### src/rtl/opp_timing_regs.svh
// Timing, count and field constants for the one-time memory programmer.
`ifndef OPP_TIMING_REGS_SVH
`define OPP_TIMING_REGS_SVH

`define OPP_CLK_PERIOD_NS   8
`define OPP_PW_NS           50000
`define OPP_SETUP_NS        2000
`define OPP_TOE_NS          150
`define OPP_OUTPUT_FLOAT_DELAY_NS         130

`define OPP_PW_CYC    ((`OPP_PW_NS + `OPP_CLK_PERIOD_NS - 1) / `OPP_CLK_PERIOD_NS)
`define OPP_SETUP_CYC ((`OPP_SETUP_NS + `OPP_CLK_PERIOD_NS - 1) / `OPP_CLK_PERIOD_NS)
`define OPP_TOE_CYC   ((`OPP_TOE_NS + `OPP_CLK_PERIOD_NS - 1) / `OPP_CLK_PERIOD_NS)
`define OPP_OUTPUT_FLOAT_DELAY_CYC  ((`OPP_OUTPUT_FLOAT_DELAY_NS + `OPP_CLK_PERIOD_NS - 1) / `OPP_CLK_PERIOD_NS)

`define OPP_SYNC_STAGES     2
`define OPP_RETRY_MAX       10
`define OPP_NUM_WORDS       131072
`define OPP_ADDR_W          17
`define OPP_DATA_W          16
`define OPP_TMR_W           16
`define OPP_RETRY_W         4
`define OPP_ID_SEL_BIT      0
`define OPP_ID_UPPER_MSB    15
`define OPP_ID_UPPER_LSB    8

`endif

### src/rtl/opp_pkg.sv
// Types shared by the one-time memory programmer.
package opp_pkg;

  typedef enum logic [7:0] {
    OPP_S_IDLE   = 8'h01,
    OPP_S_SETTLE = 8'h02,
    OPP_S_FETCH  = 8'h04,
    OPP_S_SETUP  = 8'h08,
    OPP_S_PULSE  = 8'h10,
    OPP_S_HOLD   = 8'h20,
    OPP_S_READ   = 8'h40,
    OPP_S_FLOAT  = 8'h80
  } opp_state_t;

  typedef enum logic [1:0] {
    OPP_PH_FIRST = 2'h0,
    OPP_PH_LOOP  = 2'h1,
    OPP_PH_FINAL = 2'h2,
    OPP_PH_ID    = 2'h3
  } opp_phase_t;

endpackage : opp_pkg

### src/rtl/opp_programmer.sv
// Programming and identification sequencer driving a one-time memory.
`include "opp_timing_regs.svh"

module opp_programmer
  import opp_pkg::*;
#(
  parameter int NUM_WORDS    = `OPP_NUM_WORDS,
  parameter int PULSE_CYCLES = `OPP_PW_CYC
) (
  input  wire logic                   i_clk,
  input  wire logic                   i_rst_b,
  input  wire logic                   i_ce,
  input  wire logic                   i_start,
  input  wire logic                   i_id_start,
  output logic                        o_src_req,
  output logic      [`OPP_ADDR_W-1:0] o_src_addr,
  input  wire logic                   i_src_valid,
  input  wire logic [`OPP_DATA_W-1:0] i_src_data,
  output logic                        o_busy,
  output logic                        o_done,
  output logic                        o_pass,
  output logic                        o_fail,
  output logic      [`OPP_ADDR_W-1:0] o_fail_addr,
  output logic      [`OPP_DATA_W-1:0] o_id_maker,
  output logic      [`OPP_DATA_W-1:0] o_id_part,
  output logic      [`OPP_ADDR_W-1:0] o_addr,
  output logic      [`OPP_DATA_W-1:0] o_data_out,
  output logic                        o_data_oe,
  input  wire logic [`OPP_DATA_W-1:0] i_data_in,
  output logic                        o_chip_select_n,
  output logic                        o_output_gate_n,
  output logic                        o_program_strobe_n,
  output logic                        o_vcc_prog_level,
  output logic                        o_vpp_prog_level,
  output logic                        o_id_high_voltage_line
);

  localparam logic [`OPP_ADDR_W-1:0] LAST_ADDR =
    `OPP_ADDR_W'(NUM_WORDS - 1);
  localparam logic [`OPP_TMR_W-1:0] PULSE_LOAD =
    `OPP_TMR_W'(PULSE_CYCLES - 1);
  localparam logic [`OPP_TMR_W-1:0] SETUP_LOAD =
    `OPP_TMR_W'(`OPP_SETUP_CYC - 1);
  localparam logic [`OPP_TMR_W-1:0] READ_LOAD =
    `OPP_TMR_W'(`OPP_TOE_CYC + `OPP_SYNC_STAGES - 1);
  localparam logic [`OPP_TMR_W-1:0] FLOAT_LOAD =
    `OPP_TMR_W'(`OPP_OUTPUT_FLOAT_DELAY_CYC - 1);
  localparam logic [`OPP_RETRY_W-1:0] RETRY_MAX =
    `OPP_RETRY_W'(`OPP_RETRY_MAX);

  opp_state_t                state;
  opp_phase_t                phase;
  logic [`OPP_TMR_W-1:0]     tmr;
  logic [`OPP_RETRY_W-1:0]   retry;
  logic [`OPP_DATA_W-1:0]    word;
  logic [`OPP_DATA_W-1:0]    rd_sync;
  logic                      match;
  logic                      tmr_zero;
  logic                      last;

  opp_sync #(
    .WIDTH (`OPP_DATA_W)
  ) u_data_sync (
    .i_clk   (i_clk),
    .i_rst_b (i_rst_b),
    .i_ce    (i_ce),
    .i_async (i_data_in),
    .o_sync  (rd_sync)
  );

  assign tmr_zero = (tmr == '0);
  assign last     = (o_addr == LAST_ADDR);

  // Pin strobes decode directly from the one-hot state.
  assign o_chip_select_n    = !(state == OPP_S_PULSE ||
                                state == OPP_S_READ);
  assign o_output_gate_n    = (state != OPP_S_READ);
  assign o_program_strobe_n = !(state == OPP_S_SETUP ||
                                state == OPP_S_PULSE ||
                                state == OPP_S_HOLD);
  assign o_src_req          = (state == OPP_S_FETCH);
  assign o_src_addr         = o_addr;
  assign o_busy             = (state != OPP_S_IDLE);

  // Sequencer: state, timer, phase, address, retry count and results.
  always_ff @(posedge i_clk or negedge i_rst_b) begin
    if (!i_rst_b) begin
      state                  <= OPP_S_IDLE;
      phase                  <= OPP_PH_FIRST;
      tmr                    <= '0;
      retry                  <= '0;
      word                   <= '0;
      match                  <= 1'b0;
      o_addr                 <= '0;
      o_data_out             <= '0;
      o_data_oe              <= 1'b0;
      o_done                 <= 1'b0;
      o_pass                 <= 1'b0;
      o_fail                 <= 1'b0;
      o_fail_addr            <= '0;
      o_id_maker             <= '0;
      o_id_part              <= '0;
      o_vcc_prog_level       <= 1'b0;
      o_vpp_prog_level       <= 1'b0;
      o_id_high_voltage_line <= 1'b0;
    end else if (i_ce) begin
      if (!tmr_zero) begin
        tmr <= tmr - `OPP_TMR_W'(1);
      end
      unique case (state)
        OPP_S_IDLE: begin
          if (i_start) begin
            o_addr           <= '0;
            phase            <= OPP_PH_FIRST;
            retry            <= '0;
            o_vcc_prog_level <= 1'b1;
            o_vpp_prog_level <= 1'b1;
            o_done           <= 1'b0;
            o_pass           <= 1'b0;
            o_fail           <= 1'b0;
            tmr              <= SETUP_LOAD;
            state            <= OPP_S_SETTLE;
          end else if (i_id_start) begin
            o_addr                 <= '0;
            phase                  <= OPP_PH_ID;
            o_id_high_voltage_line <= 1'b1;
            o_done                 <= 1'b0;
            o_pass                 <= 1'b0;
            o_fail                 <= 1'b0;
            tmr                    <= SETUP_LOAD;
            state                  <= OPP_S_SETTLE;
          end
        end
        OPP_S_SETTLE: begin
          if (tmr_zero) begin
            if (phase == OPP_PH_ID) begin
              tmr   <= READ_LOAD;
              state <= OPP_S_READ;
            end else begin
              state <= OPP_S_FETCH;
            end
          end
        end
        OPP_S_FETCH: begin
          if (i_src_valid) begin
            word <= i_src_data;
            if (phase == OPP_PH_FIRST) begin
              o_data_out <= i_src_data;
              o_data_oe  <= 1'b1;
              tmr        <= SETUP_LOAD;
              state      <= OPP_S_SETUP;
            end else begin
              tmr   <= READ_LOAD;
              state <= OPP_S_READ;
            end
          end
        end
        OPP_S_SETUP: begin
          if (tmr_zero) begin
            tmr   <= PULSE_LOAD;
            state <= OPP_S_PULSE;
          end
        end
        OPP_S_PULSE: begin
          if (tmr_zero) begin
            tmr   <= SETUP_LOAD;
            state <= OPP_S_HOLD;
          end
        end
        OPP_S_HOLD: begin
          if (tmr_zero) begin
            o_data_oe <= 1'b0;
            if (phase == OPP_PH_FIRST) begin
              if (last) begin
                o_addr <= '0;
                phase  <= OPP_PH_LOOP;
              end else begin
                o_addr <= o_addr + `OPP_ADDR_W'(1);
              end
              state <= OPP_S_FETCH;
            end else begin
              tmr   <= READ_LOAD;
              state <= OPP_S_READ;
            end
          end
        end
        OPP_S_READ: begin
          if (tmr_zero) begin
            match <= (rd_sync == word);
            if (phase == OPP_PH_ID) begin
              if (o_addr[`OPP_ID_SEL_BIT]) begin
                o_id_part <= {{(`OPP_ID_UPPER_MSB-`OPP_ID_UPPER_LSB+1){1'b0}},
                              rd_sync[`OPP_ID_UPPER_LSB-1:0]};
              end else begin
                o_id_maker <= {{(`OPP_ID_UPPER_MSB-`OPP_ID_UPPER_LSB+1){1'b0}},
                               rd_sync[`OPP_ID_UPPER_LSB-1:0]};
              end
            end
            tmr   <= FLOAT_LOAD;
            state <= OPP_S_FLOAT;
          end
        end
        OPP_S_FLOAT: begin
          if (tmr_zero) begin
            if (phase == OPP_PH_ID) begin
              if (!o_addr[`OPP_ID_SEL_BIT]) begin
                o_addr[`OPP_ID_SEL_BIT] <= 1'b1;
                tmr                     <= SETUP_LOAD;
                state                   <= OPP_S_SETTLE;
              end else begin
                o_addr                 <= '0;
                o_id_high_voltage_line <= 1'b0;
                o_done                 <= 1'b1;
                state                  <= OPP_S_IDLE;
              end
            end else if (!match) begin
              if (phase == OPP_PH_LOOP && retry != RETRY_MAX) begin
                retry      <= retry + `OPP_RETRY_W'(1);
                o_data_out <= word;
                o_data_oe  <= 1'b1;
                tmr        <= SETUP_LOAD;
                state      <= OPP_S_SETUP;
              end else begin
                o_fail_addr      <= o_addr;
                o_fail           <= 1'b1;
                o_done           <= 1'b1;
                o_vcc_prog_level <= 1'b0;
                o_vpp_prog_level <= 1'b0;
                state            <= OPP_S_IDLE;
              end
            end else begin
              retry <= '0;
              if (!last) begin
                o_addr <= o_addr + `OPP_ADDR_W'(1);
                state  <= OPP_S_FETCH;
              end else if (phase == OPP_PH_LOOP) begin
                o_addr           <= '0;
                phase            <= OPP_PH_FINAL;
                o_vcc_prog_level <= 1'b0;
                o_vpp_prog_level <= 1'b0;
                tmr              <= SETUP_LOAD;
                state            <= OPP_S_SETTLE;
              end else begin
                o_pass <= 1'b1;
                o_done <= 1'b1;
                state  <= OPP_S_IDLE;
              end
            end
          end
        end
      endcase
    end
  end

endmodule : opp_programmer

### src/rtl/opp_sync.sv
// Two-stage synchroniser for pin inputs, frozen by the clock enable.
module opp_sync #(
  parameter int WIDTH = 1
) (
  input  wire logic             i_clk,
  input  wire logic             i_rst_b,
  input  wire logic             i_ce,
  input  wire logic [WIDTH-1:0] i_async,
  output logic      [WIDTH-1:0] o_sync
);

  logic [WIDTH-1:0] meta;

  always_ff @(posedge i_clk or negedge i_rst_b) begin
    if (!i_rst_b) begin
      meta   <= '0;
      o_sync <= '0;
    end else if (i_ce) begin
      meta   <= i_async;
      o_sync <= meta;
    end
  end

endmodule : opp_sync

### config.mk
export PLATFORM = sky130hd
export DESIGN_NAME = opp_programmer
export DESIGN_NICKNAME = d
export VERILOG_FILES = /design/src/rtl/opp_pkg.sv /design/src/rtl/opp_programmer.sv /design/src/rtl/opp_sync.sv
export VERILOG_INCLUDE_DIRS = /design/src /design/src/rtl
export SDC_FILE = /design/constraint.sdc
export NUM_CORES = 1
export LEC_CHECK = 0
export ABC_AREA = 0
export BUFFER_PORTS_ARGS = -buffer_cell sky130_fd_sc_hd__clkbuf_2
export CAP_MARGIN = 20
export CORE_UTILIZATION = 51
export CTS_CLUSTER_DIAMETER = 150
export DETAILED_ROUTE_END_ITERATION = 8
export PLACE_DENSITY = 0.88
export SYNTH_ARGS = -nofsm -noshare
export SYNTH_HDL_FRONTEND = slang
export SYNTH_HIERARCHICAL = 1
export SYNTH_SLANG_ARGS = --single-unit
### constraint.sdc
create_clock -name i_clk -period 3.1 [get_ports i_clk]
set_clock_uncertainty 0.05 [all_clocks]
set_input_delay 0.465 -clock i_clk [delete_from_list [all_inputs] [get_ports i_clk]]
set_output_delay 0.465 -clock i_clk [all_outputs]
set_load 0.02 [all_outputs]
# After elaboration in Yosys (flattened, before gate mapping)
# Cells that the tools add are included.
# W data, S select, Z words.
[totals] regBits=151 romBits=0 in_bits=38 latch_bits=0 mem_bits_rw=0 mem_count=0
[classes] n_eq_ne=49 n_shift=0 mux=116 addsub=3 div_mod_pow=0 multipliers=0 order_cmp=0 bitwise_logic=4 reduce_logical=29
[ops] cell="$mux W16" n=25
[ops] cell="$mux W17" n=10
[ops] cell="$pmux W16 S8" n=1
[ops] cell="$mux W8" n=12
[ops] cell="$pmux W8 S8" n=1
[ops] cell="$pmux W17 S3" n=1
[ops] cell="$ne A2 B2 Y1 const B" n=20
[ops] cell="$reduce_and A8 Y1" n=5
[ops] cell="$mux W1" n=35
[ops] cell="$pmux W16 S2" n=1
[ops] cell="$reduce_and A9 Y1" n=3
[ops] cell="$mux W2" n=12
[ops] cell="$mux W4" n=6
[ops] cell="$mux W7" n=3
[ops] cell="$ne A3 B3 Y1 const B" n=7
[ops] cell="$ne A4 B4 Y1 const B" n=5
[ops] cell="$add A17 B1 Y17 const B" n=1
[ops] cell="$eq A17 B17 Y1 const B" n=1
[ops] cell="$eq A16 B16 Y1" n=1
[ops] cell="$logic_not A16 Y1" n=1
[ops] cell="$sub A16 B1 Y16 const B" n=1
[ops] cell="$reduce_and A7 Y1" n=2
[ops] cell="$reduce_and A6 Y1" n=2
[ops] cell="$reduce_and A11 Y1" n=1
[ops] cell="other kinds (28)" n=44

# Depth between registers and ports, before layout
# Gate-level depths: netlist of the first run.
[depth] depth_word=8 ltp_mapped=13 ltp_nobuf=12

# Cells and area by module
# The synthesis of the first run kept the hierarchy.
[by_module_without_submodules] module="opp_programmer" cells_each=728 area_per_inst_um2=6989.2 seq_area_each_um2=2979.1 instances=1
[by_module_without_submodules] module="opp_sync" cells_each=68 area_per_inst_um2=1345.0 seq_area_each_um2=800.8 instances=1

# Least setup slack after synthesis of the first run
# OpenSTA, ideal clock, no wires.
[synth_timing] path_type="reg-to-reg" start="register o_addr[1]" end="register tmr[10]" arrival_time_ns=3.242 t_required_ns=2.907 slack_ns=-0.335 path_stages_with_launch=14 n_path_buf=1 path_cell_list="dfrtp_1 ha_1 nand3_1 nor4_1 and4_1 and3_1 ha_1 clkbuf_1 nand3b_1 a21bo_2 a21oi_1 o211ai_1 o21ai_2 o221ai_1"
[synth_between] elab_chain_len=6
[synth_rtl] element="from (decl)" line_no="opp_programmer.sv:26" source="output logic [`OPP_ADDR_W-1:0] o_addr,"
[synth_rtl] element="from (signal assigned)" line_no="opp_programmer.sv:178" source="o_addr <= o_addr + `OPP_ADDR_W'(1);"
[synth_rtl] element="from (signal assigned)" line_no="opp_programmer.sv:234" source="o_addr <= o_addr + `OPP_ADDR_W'(1);"
[synth_rtl] element="$eq A17 B17 Y1" line_no="opp_programmer.sv:72" source="assign last = (o_addr == LAST_ADDR);"
[synth_rtl] element="$mux W16" line_no="opp_programmer.sv:233" source="if (!last) begin"
[synth_rtl] element="$mux W16" line_no="opp_programmer.sv:216" source="end else if (!match) begin"
[synth_rtl] element="$mux W16" line_no="opp_programmer.sv:205" source="if (phase == OPP_PH_ID) begin"
[synth_rtl] element="$mux W16" line_no="opp_programmer.sv:204" source="if (tmr_zero) begin"
[synth_rtl] element="$pmux W16 S8" line_no="opp_programmer.sv:110" source="unique case (state)"
[synth_rtl] element="to (signal assigned)" line_no="opp_programmer.sv:108" source="tmr <= tmr - `OPP_TMR_W'(1);"
[synth_rtl] element="to (decl)" line_no="opp_programmer.sv:53" source="logic [`OPP_TMR_W-1:0] tmr;"
# No other way between the ends.
# A chain may end at the register's enable or synchronous reset.

# Worst setup path after layout of the first run
[layout_timing] start="register o_addr[0]" end="register tmr[15]"
[layout_between] elab_chain_len=6
[layout_rtl] element="$eq A17 B17 Y1" line_no="opp_programmer.sv:72"
[layout_rtl] element="$mux W16" line_no="opp_programmer.sv:233"
[layout_rtl] element="$mux W16" line_no="opp_programmer.sv:216"
[layout_rtl] element="$mux W16 *" line_no="opp_programmer.sv:205"
[layout_rtl] element="$mux W16 *" line_no="opp_programmer.sv:204"
[layout_rtl] element="$pmux W16 S8 *" line_no="opp_programmer.sv:110"
# Every way passes the cells marked *; elsewhere a longest branch is shown, timed or not.

==> results of run 1 <==
==> flip-flops by register name, indices dropped and copies added, names as in the netlist, 2 cells and up <==
register,count
tmr,16
word,16
o_addr,17
phase,2
o_id_maker,8
o_data_out,16
u_data_sync/o_sync,16
o_id_part,8
u_data_sync/meta,16
o_fail_addr,17
retry,4
state,8
==> cell type report <==
type / count / area share [%]
sequential: 151 / 37.6
inverter: 20 / 0.747
timing repair buffer: 196 / 11.9
clock buffer: 18 / 4.27
tap: 216 / 2.69
multi-input combinational: 564 / 41.0
clock inverter: 12 / 1.76
==> worst paths after layout <==
| check | to | slack [ns] | depth (start not counted) |
|---|---|---|---|
| worst max-delay path | tmr[15] | 0.08 | 14 |
| worst min-delay path | u_data_sync/meta[0] | 0.22 | 2 |
| worst max register to register | tmr[15] | 0.08 | 14 |
| worst min register to register | o_data_out[13] | 0.43 | 2 |
| max in group asynchronous | word[10] | 1.75 | 3 |
| min in group asynchronous | o_fail_addr[15] | 0.47 | 2 |
==> cell families after synthesis <==
kind of cell	share of synthesized area [%]
AND/OR/NAND/NOR	15.3
buffers and inverters	6.88
flip-flops	45.4
multiplexers	15.1
adder cells (fa/ha/maj)	1.20
XOR/XNOR	2.10
AO/OA/AOI/OAI	14.0
other	0.0450
==> worst max-delay path: cells and delay by family (launching register included) <==
| kind | cells | cell delay, ns |
|---|---|---|
| fa+ha+maj | 2 | 0.31 |
| flops | 1 | 0.39 |
| compound gates | 5 | 0.79 |
| buf+inv | 2 | 0.32 |
| simple gates | 5 | 1.04 |
==> routing by layer <==
metal  vias to the layer above  track usage [%]  wire, um
met5                         -                0         0
li1                       3166                -         -
met4                         0             11.7       743
met2                       375             43.3     10700
met1                      3377             35.4      8910
met3                        66             7.30      2040
==> stage by stage <==
| step | cell area, sq um | setup WS, ns | setup TNS (ns) | hold WS (ns) | power [uW] |
|---|---|---|---|---|---|
| floorplan | 8400 | 0.0500 | 0 | 0.119 | 3950 |
| global placement | 9330 | 0.246 | 0 | 0.367 | 4620 |
| detailed placement | 9330 | 0.0965 | 0 | 0.371 | 4690 |
| CTS | 9960 | 0.0228 | 0 | 0.202 | 6890 |
| global route | 10100 | -0.0616 | -0.127 | 0.208 | 7210 |
| finish | 10100 | 0.0764 | 0 | 0.217 | 6900 |
==> what timing repair did <==
item / CTS / global route
setup buffers: 0 / 4
endpoints found under the hold margin: 44 / 0
hold buffers: 1 / 0
resized for setup: 1 / 11
pin swaps: 0 / 4
endpoints found under the setup margin: 5 / 16
==> placed cells by master, fill, tap and decap left out, types with 17 or more instances in the layout <==
| cell type | netlist | routed |
|---|---|---|
| dfrtp_1 | 150 | 149 |
| nor2_1 | 37 | 37 |
| buf_4 | 37 | 59 |
| clkbuf_16 | 0 | 17 |
| clkbuf_2 | 0 | 131 |
| o31ai_1 | 20 | 20 |
| nand3_1 | 18 | 17 |
| mux2i_1 | 19 | 19 |
| o21ai_0 | 72 | 72 |
| mux2_4 | 30 | 30 |
| mux2_2 | 55 | 55 |
| nand2_1 | 74 | 74 |
| inv_1 | 17 | 17 |
| xor2_1 | 18 | 18 |
==> power groups by stage <==
stage	clock network (uW)	registers (uW)	logic (uW)
CTS	2200	2630	2050
floorplan	0	2720	1230
global route	2280	2680	2260
finish	2170	2640	2090
detailed placement	0	2660	2030
global placement	0	2630	1990
==> run_results.csv, run 1 <==
group,metric,value,unit
synth,synth_area,8330,sq um
die,die_h,130,um
synth,avgSynthCellArea,10.5,sq um
pwr,ir_worst_vdd,0.000445,V
pwr,power_density,686,nW/um^2
clocking,clock_path_buffers,2,
routing,via_per_inst,5.93,
routing,first_pass_iters,5,
min_path,hp-start,"i_data_in[0]",
die,die_w,130,um
die,coreArea,15900,sq um
flow_run,drv_cap,0,
die,rows,46,
die,start_util,52.3,%
final_layout,n_antenna_cell,0,
synth,yosysUniqueCellTypes,80,
placed_design,port_buffers,132,
sta,finalSetupViolations,0,
final_layout,multi_input_area,4120,sq um
synth,ys_seq_area_share,45.4,%
placed_design,dpl.cell_count,1142,
grt,grt_antenna_before_repair,0,
die,ioPinCount,149,
sta,timing.final.crit_share,97.5,%
routing,drtIter0Drc,516,
setup_path,cp_slowest_stage_delay,0.39,ns
pwr,clkPwrFrac,31.5,%
sta,maxSlewViolCount,0,
sta,min_period,3.02,ns
synth,synth.most_common_cell,"dfrtp_1",
setup_path,crit_start,"o_addr[0]",
setup_path,crit_fanout,6,
synth,yosysTopAreaCell,"dfrtp_1",
synth,synth_common_cells,"dfrtp_1 (150), nand2_1 (74), o21ai_0 (72)",
synth,netlist.area_leader.share,45.0,%
synth,yosysWarnings,6,
synth,synthFlopType,"dfrtp_1",
placed_design,dp_hpwl,15.7,mm
setup_path,startpoint_type,"flip-flop",
die,die_area,16900,sq um
routing,ant_nets,0,
pwr,combPwrFrac,30.3,%
final_layout,fillers,1208,
min_path,hold_path.class,"input pin to flip-flop",
clocking,clk_pin_slew,0.06,ns
final_layout,fin_cells,1177,
clocking,cts_sinks,151,
pwr,p_switching,2350,uW
synth,ys_async_sr_fraction,100,%
routing,wl_per_cell,19.0,um
routing,drcViolationCount,0,
setup_path,cp_slowest_cell,"dfrtp_1",
grt,grt_pass1_wl,35.1,mm
grt,track_usage,27.3,%
clocking,h-tree-depth,4,
setup_path,cp.arrival,3.27,ns
synth,synth.area.top_cells,"dfrtp_1 (45%), mux2_2 (7.4%), mux2_4 (5.4%), o21ai_0 (4.3%), buf_4 (3.3%)",
final_layout,syn_to_final_growth,20.6,%
pwr,leakage,0.00475,uW
routing,via_count,6984,
sta,worstMarginPinSlew,0.819,ns
setup_path,cp_cell_sequence,"ha_4 -> nand3_4 -> nor4_4 -> and4_4 -> and3_4 -> ha_4 -> nand3b_1 -> a21bo_4 -> a21oi_1 -> o211ai_1 -> buf_4 -> buf_4 -> o211ai_1 -> o221ai_1",
clocking,clk_latency,0.43,ns
clocking,root_buffer,"clkbuf_16",
routing,drt-total-wl,22.4,mm
setup_path,r2r-start,"o_addr[0]",
placed_design,place.gp.congestion,1.01,
synth,ys_ff_latch,151,
final_layout,seq_area,3780,sq um
pwr,intPower,4540,uW
setup_path,path_class,"flip-flop to flip-flop",
grt,grt_pass1_vias,6660,
grt,grt_max_degree,56,
setup_path,worstPathRequired,3.34,ns
sta,hold_violations,0,
status,outcome,"completed",
final_layout,drive_above_1_share,35.0,%
clocking,tritoncts,"done",
pwr,swShare,34.1,%
final_layout,final_util,63.0,%
clocking,numCtsBuffers,17,
setup_path,cp-end-kind,"flip-flop",
pwr,pwr-share-seq,38.2,%
grt,grt_overflow_total,0,
synth,synth_cells,796,
final_layout,finalNetCount,996,
sta,fmax,331,MHz
sta,slew_headroom,45.1,%
synth,synth-edff-count,0,
Note: power is estimated with default switching activity, not from simulation.
==> run 2: changes to the inputs <==
--- a/config.mk
+++ b/config.mk
@@ -9,6 +9,7 @@
 export ABC_AREA = 0
 export BUFFER_PORTS_ARGS = -buffer_cell sky130_fd_sc_hd__clkbuf_2
 export CAP_MARGIN = 20
+export CORE_MARGIN = 10
 export CORE_UTILIZATION = 51
 export CTS_CLUSTER_DIAMETER = 150
 export DETAILED_ROUTE_END_ITERATION = 8
==> run_results.csv, run 2 (synthesis results as in run 1) <==
group,metric,value,unit
status,outcome,"completed",
setup_path,crit_buf_inv,0,
pwr,power_density,670,nW/um^2
pwr,ir_worst_vdd,0.000452,V
setup_path,worstPathRequired,3.34,ns
sta,setup_tns,0,ns
clocking,clock_path_buffers,2,
setup_path,endpoint,"tmr[13]",
grt,grt_max_degree,79,
setup_path,reg2reg_to,"tmr[13]",
die,die_h,148,um
sta,slew_headroom,40.1,%
setup_path,cp_cell_sequence,"ha_4 -> nand3_2 -> nor4_4 -> and4_1 -> and3_1 -> ha_2 -> nand3b_1 -> a21bo_2 -> a21oi_1 -> o211ai_1 -> o21ai_2 -> o221ai_1",
setup_path,crit_start,"o_addr[0]",
final_layout,seq_area,3780,sq um
final_layout,finalNetCount,992,
sta,hold_violations,0,
die,coreArea,15900,sq um
sta,finalSetupViolations,0,
sta,fmax,336,MHz
sta,worstMarginPinSlew,0.892,ns
final_layout,final_common_cell,"dfrtp_1",
routing,first_pass_iters,5,
grt,track_usage,21.3,%
min_path,hold_path.class,"input pin to async pin",
clocking,h-tree-depth,4,
setup_path,startpoint_type,"flip-flop",
sta,setup_slack,0.125,ns
setup_path,cp-end-kind,"flip-flop",
placed_design,place.gp.congestion,0.966,
setup_path,cp_slowest_cell,"dfrtp_1",
clocking,clk_pin_slew,0.06,ns
die,die_area,21900,sq um
routing,ant_nets,0,
final_layout,drive_above_1_share,34.6,%
placed_design,dp_hpwl,16.8,mm
die,ioPinCount,149,
clocking,cts_sinks,151,
final_layout,fillers,1221,
grt,grt_antenna_before_repair,0,
placed_design,port_buffers,132,
routing,wl_per_cell,19.6,um
routing,via_per_inst,5.90,
final_layout,syn_to_final_growth,18.9,%
sta,min_period,2.97,ns
final_layout,stdcell_area,9910,sq um
flow_run,drv_cap,0,
sta,timing.final.crit_share,96.0,%
die,rows,46,
setup_path,cp.arrival,3.21,ns
setup_path,path_delay_family,"compound AO/OA/AOI/OAI gates",
clocking,tritoncts,"done",
placed_design,place_ws,0.168,ns
grt,grt_pass1_vias,7007,
sta,hold_ws,0.0152,ns
clocking,cts_hold_buf,0,
clocking,clk_latency,0.43,ns
routing,drcViolationCount,0,
die,start_util,52.3,%
pwr,leakage,0.00468,uW
setup_path,r2r_slack,0.13,ns
clocking,root_buffer,"clkbuf_16",
setup_path,r2r_cells,12,
final_layout,multi_input_area,4080,sq um
final_layout,final_cell_mix,"dfrtp_1 (149), clkbuf_2 (131), nand2_1 (74)",
grt,grt_pass1_wl,37.7,mm
setup_path,cp_slowest_stage_delay,0.41,ns
routing,drtIter0Drc,622,
placed_design,dpl-instance-area,9330,sq um
setup_path,path_depth,12,
final_layout,n_antenna_cell,0,
routing,drt-total-wl,23.0,mm
final_layout,reg.largest.list,"o_addr (17), o_fail_addr (17)",
setup_path,r2r-start,"o_addr[0]",
pwr,total_power,6640,uW
setup_path,crit_fanout,7,
sta,maxSlewViolCount,0,
routing,via_count,6919,
setup_path,path_class,"flip-flop to flip-flop",
grt,grt_overflow_total,0,
clocking,numCtsBuffers,17,
die,die_w,148,um
run 2: what timing repair did:
| item | CTS | global route |
|---|---|---|
| endpoints found under the setup margin | 0 | 16 |
| setup buffers | 0 | 2 |
| gates resized for setup | 0 | 6 |
run 2: cell type report:
type | count | share of cell area [%]
Multi-Input combinational cell | 564 | 41.2
Sequential cell | 151 | 38.2
Timing Repair Buffer | 192 | 11.8
Clock buffer | 18 | 4.33
Tap cell | 216 | 2.73
Clock inverter | 12 | 1.07
Inverter | 20 | 0.758
run 2: worst min-delay path by stage:
stage	slack, ns	to	from	cells past startpoint
global route	0.07	o_fail_addr[16]	i_rst_b	1
detailed placement	0.42	o_data_out[15]	o_data_out[15]	2
finish	0.02	o_fail_addr[15]	i_rst_b	1
global placement	0.41	o_data_out[5]	o_data_out[5]	2
floorplan	0.12	match	i_rst_b	0
CTS	0.04	o_fail_addr[15]	i_rst_b	1
run 2: stage by stage:
stage	utilization (%)	instances
detailed placement	58.5	1141
finish	62.2	1173
CTS	61.9	1171
floorplan	-	811
global placement	58.5	1141
global route	62.2	1173
run 2: power by group:
part / leakage, uW / switching (uW) / internal (uW)
clock network: 0.000254 / 832 / 1090
logic: 0.00251 / 1190 / 876
registers: 0.00192 / 340 / 2310
total: 0.00468 / 2360 / 4280
run 2: layer usage:
metal  global-route usage, %  routed length, um
met2                    34.4              11100
met4                    9.27                688
met1                    25.9               9220
met3                    6.32               2010
met5                       0                  0
==> run 3: changes to the inputs <==
--- a/config.mk
+++ b/config.mk
@@ -8,9 +8,10 @@
 export LEC_CHECK = 0
 export ABC_AREA = 0
 export BUFFER_PORTS_ARGS = -buffer_cell sky130_fd_sc_hd__clkbuf_2
-export CAP_MARGIN = 20
+export CELL_PAD_IN_SITES_DETAIL_PLACEMENT = 1
+export CELL_PAD_IN_SITES_GLOBAL_PLACEMENT = 1
 export CORE_MARGIN = 10
-export CORE_UTILIZATION = 51
+export CORE_UTILIZATION = 40
 export CTS_CLUSTER_DIAMETER = 150
 export DETAILED_ROUTE_END_ITERATION = 8
 export PLACE_DENSITY = 0.88
==> run_results.csv, run 3 (synthesis results as in run 1) <==
group,metric,value,unit
status,outcome,"completed",
final_layout,final_util,49.7,%
setup_path,cp-end-kind,"flip-flop",
final_layout,reg.largest.list,"o_addr (17), o_fail_addr (17)",
placed_design,port_buffers,132,
sta,worstMarginPinSlew,0.855,ns
final_layout,syn_to_final_growth,21.5,%
sta,finalSetupViolations,0,
pwr,pwr-share-seq,38.1,%
setup_path,cp.arrival,3.32,ns
sta,setup_tns,0,ns
clocking,cts_sinks,151,
min_path,hp-start,"i_data_in[3]",
clocking,tritoncts,"done",
sta,hold_violations,0,
sta,min_period,2.99,ns
grt,use_met1,25.0,%
placed_design,place.gp.congestion,0.946,
pwr,clkPwrFrac,30.5,%
die,start_util,40.9,%
final_layout,finalNetCount,997,
grt,grt_overflow_total,0,
setup_path,cp_slowest_stage_delay,0.69,ns
setup_path,crit_buf_inv,2,
routing,first_pass_iters,5,
grt,grt_most_used_layer,"met2",
sta,hold_ws,0.202,ns
clocking,root_buffer,"clkbuf_16",
routing,drtIter0Drc,644,
final_layout,final_cell_mix,"dfrtp_1 (149), clkbuf_2 (131), nand2_1 (74)",
sta,fmax,334,MHz
final_layout,seq_area,3780,sq um
die,die_w,164,um
routing,ant_nets,0,
placed_design,place_ws,-0.00375,ns
setup_path,worstPathRequired,3.43,ns
sta,timing.final.crit_share,96.6,%
setup_path,crit_top_cell,"buf_4",
setup_path,crit_fanout,11,
routing,wl_per_cell,23.8,um
pwr,intPower,4370,uW
grt,grt_pass1_vias,8103,
grt,track_usage,21.4,%
grt,use_met3,5.93,%
sta,setup_slack,0.105,ns
setup_path,startpoint_type,"flip-flop",
final_layout,fillers,2291,
sta,maxSlewViolCount,0,
routing,drcViolationCount,0,
sta,slew_headroom,42.6,%
setup_path,cp_cell_sequence,"buf_4 -> buf_4 -> nand4_1 -> nor4_1 -> nand3_1 -> or4_1 -> o21ai_0 -> a22o_1",
grt,grt_max_degree,57,
grt,met2_usage,36.4,%
grt,grt_pass1_wl,45.5,mm
placed_design,dpl-instance-area,9370,sq um
setup_path,r2r-start,"o_addr[0]",
routing,drt-total-wl,29.3,mm
clocking,h-tree-depth,4,
grt,grt_antenna_before_repair,1,
clocking,clock_path_buffers,2,
setup_path,cp_slowest_cell,"nor4_1",
clocking,numCtsBuffers,17,
final_layout,n_antenna_cell,0,
flow_run,drv_cap,0,
setup_path,path_delay_family,"simple AND/OR/NAND/NOR gates",
placed_design,dp_hpwl,20.2,mm
routing,via_count,7296,
pwr,swShare,37.7,%
pwr,combPwrFrac,31.4,%
pwr,ir_worst_vdd,0.000426,V
pwr,p_switching,2640,uW
die,die_area,27000,sq um
die,coreArea,20400,sq um
final_layout,final_common_cell,"dfrtp_1",
die,rows,52,
clocking,clk_pin_slew,0.07,ns
setup_path,crit_start,"o_addr[0]",
die,ioPinCount,149,
clocking,clk_latency,0.44,ns
min_path,hold_path.class,"input pin to flip-flop",
pwr,leakage,0.00475,uW
final_layout,multi_input_area,4140,sq um
setup_path,path_class,"flip-flop to flip-flop",
pwr,power_density,691,nW/um^2
final_layout,drive_above_1_share,35.9,%
final_layout,stdcell_area,10100,sq um
die,die_h,164,um
routing,via_per_inst,5.91,
run 3: metrics by stage:
| stage | power (uW) | std cells |
|---|---|---|
| final | 7000 | 1234 |
| after global routing | 7330 | 1234 |
| after CTS | 6970 | 1230 |
| after detailed placement | 4740 | 1192 |
| after global placement | 4620 | 1192 |
| after floorplan | 3950 | 811 |
run 3: power by group through the flow:
stage          Combinational, uW  Sequential (uW)  Clock [uW]
4_1_cts                     2150             2660        2160
2_1_floorplan               1230             2720           0
5_1_grt                     2380             2710        2250
3_3_place_gp                1980             2640           0
3_5_place_dp                2070             2670           0
6_report                    2200             2670        2140
run 3: cell type report:
class,instances,share of cell area (%)
multi-input cells,564,40.9
flip-flops and latches,151,37.3
repair buffers,197,11.9
clock buffers,18,4.34
well taps,270,3.33
clock inverters,14,1.47
inverters,20,0.741
run 3: worst register-to-register path, stage by stage (launching register included):
cell,delay [ns]
dfrtp_1,0.40
buf_4,0.13
buf_4,0.21
nand4_1,0.20
nor4_1,0.69
nand3_1,0.38
or4_1,0.59
o21ai_0,0.16
a22o_1,0.14
run 3: routing by layer:
layer / routed length (um) / vias to the layer above
li1: - / 3166
met1: 11800 / 3731
met2: 14900 / 331
met3: 1980 / 66
met4: 660 / 2
met5: 13 / -
run 3: worst paths after layout:
check / end / slack [ns] / depth (start not counted)
max: o_addr[15] / 0.11 / 8
min: u_data_sync/meta[3] / 0.20 / 2
max reg2reg: o_addr[15] / 0.11 / 8
min reg2reg: o_data_out[10] / 0.44 / 2
max in group asynchronous: tmr[15] / 1.69 / 3
min in group asynchronous: o_fail_addr[15] / 0.49 / 2
run 3: repair_timing:
action | CTS | global route
endpoints found under the hold margin | 52 | 0
endpoints found under the setup margin | 26 | 59
resized for setup | 7 | 11
hold buffers | 1 | 0
pin swaps | 4 | 5
buffers inserted | 5 | 4
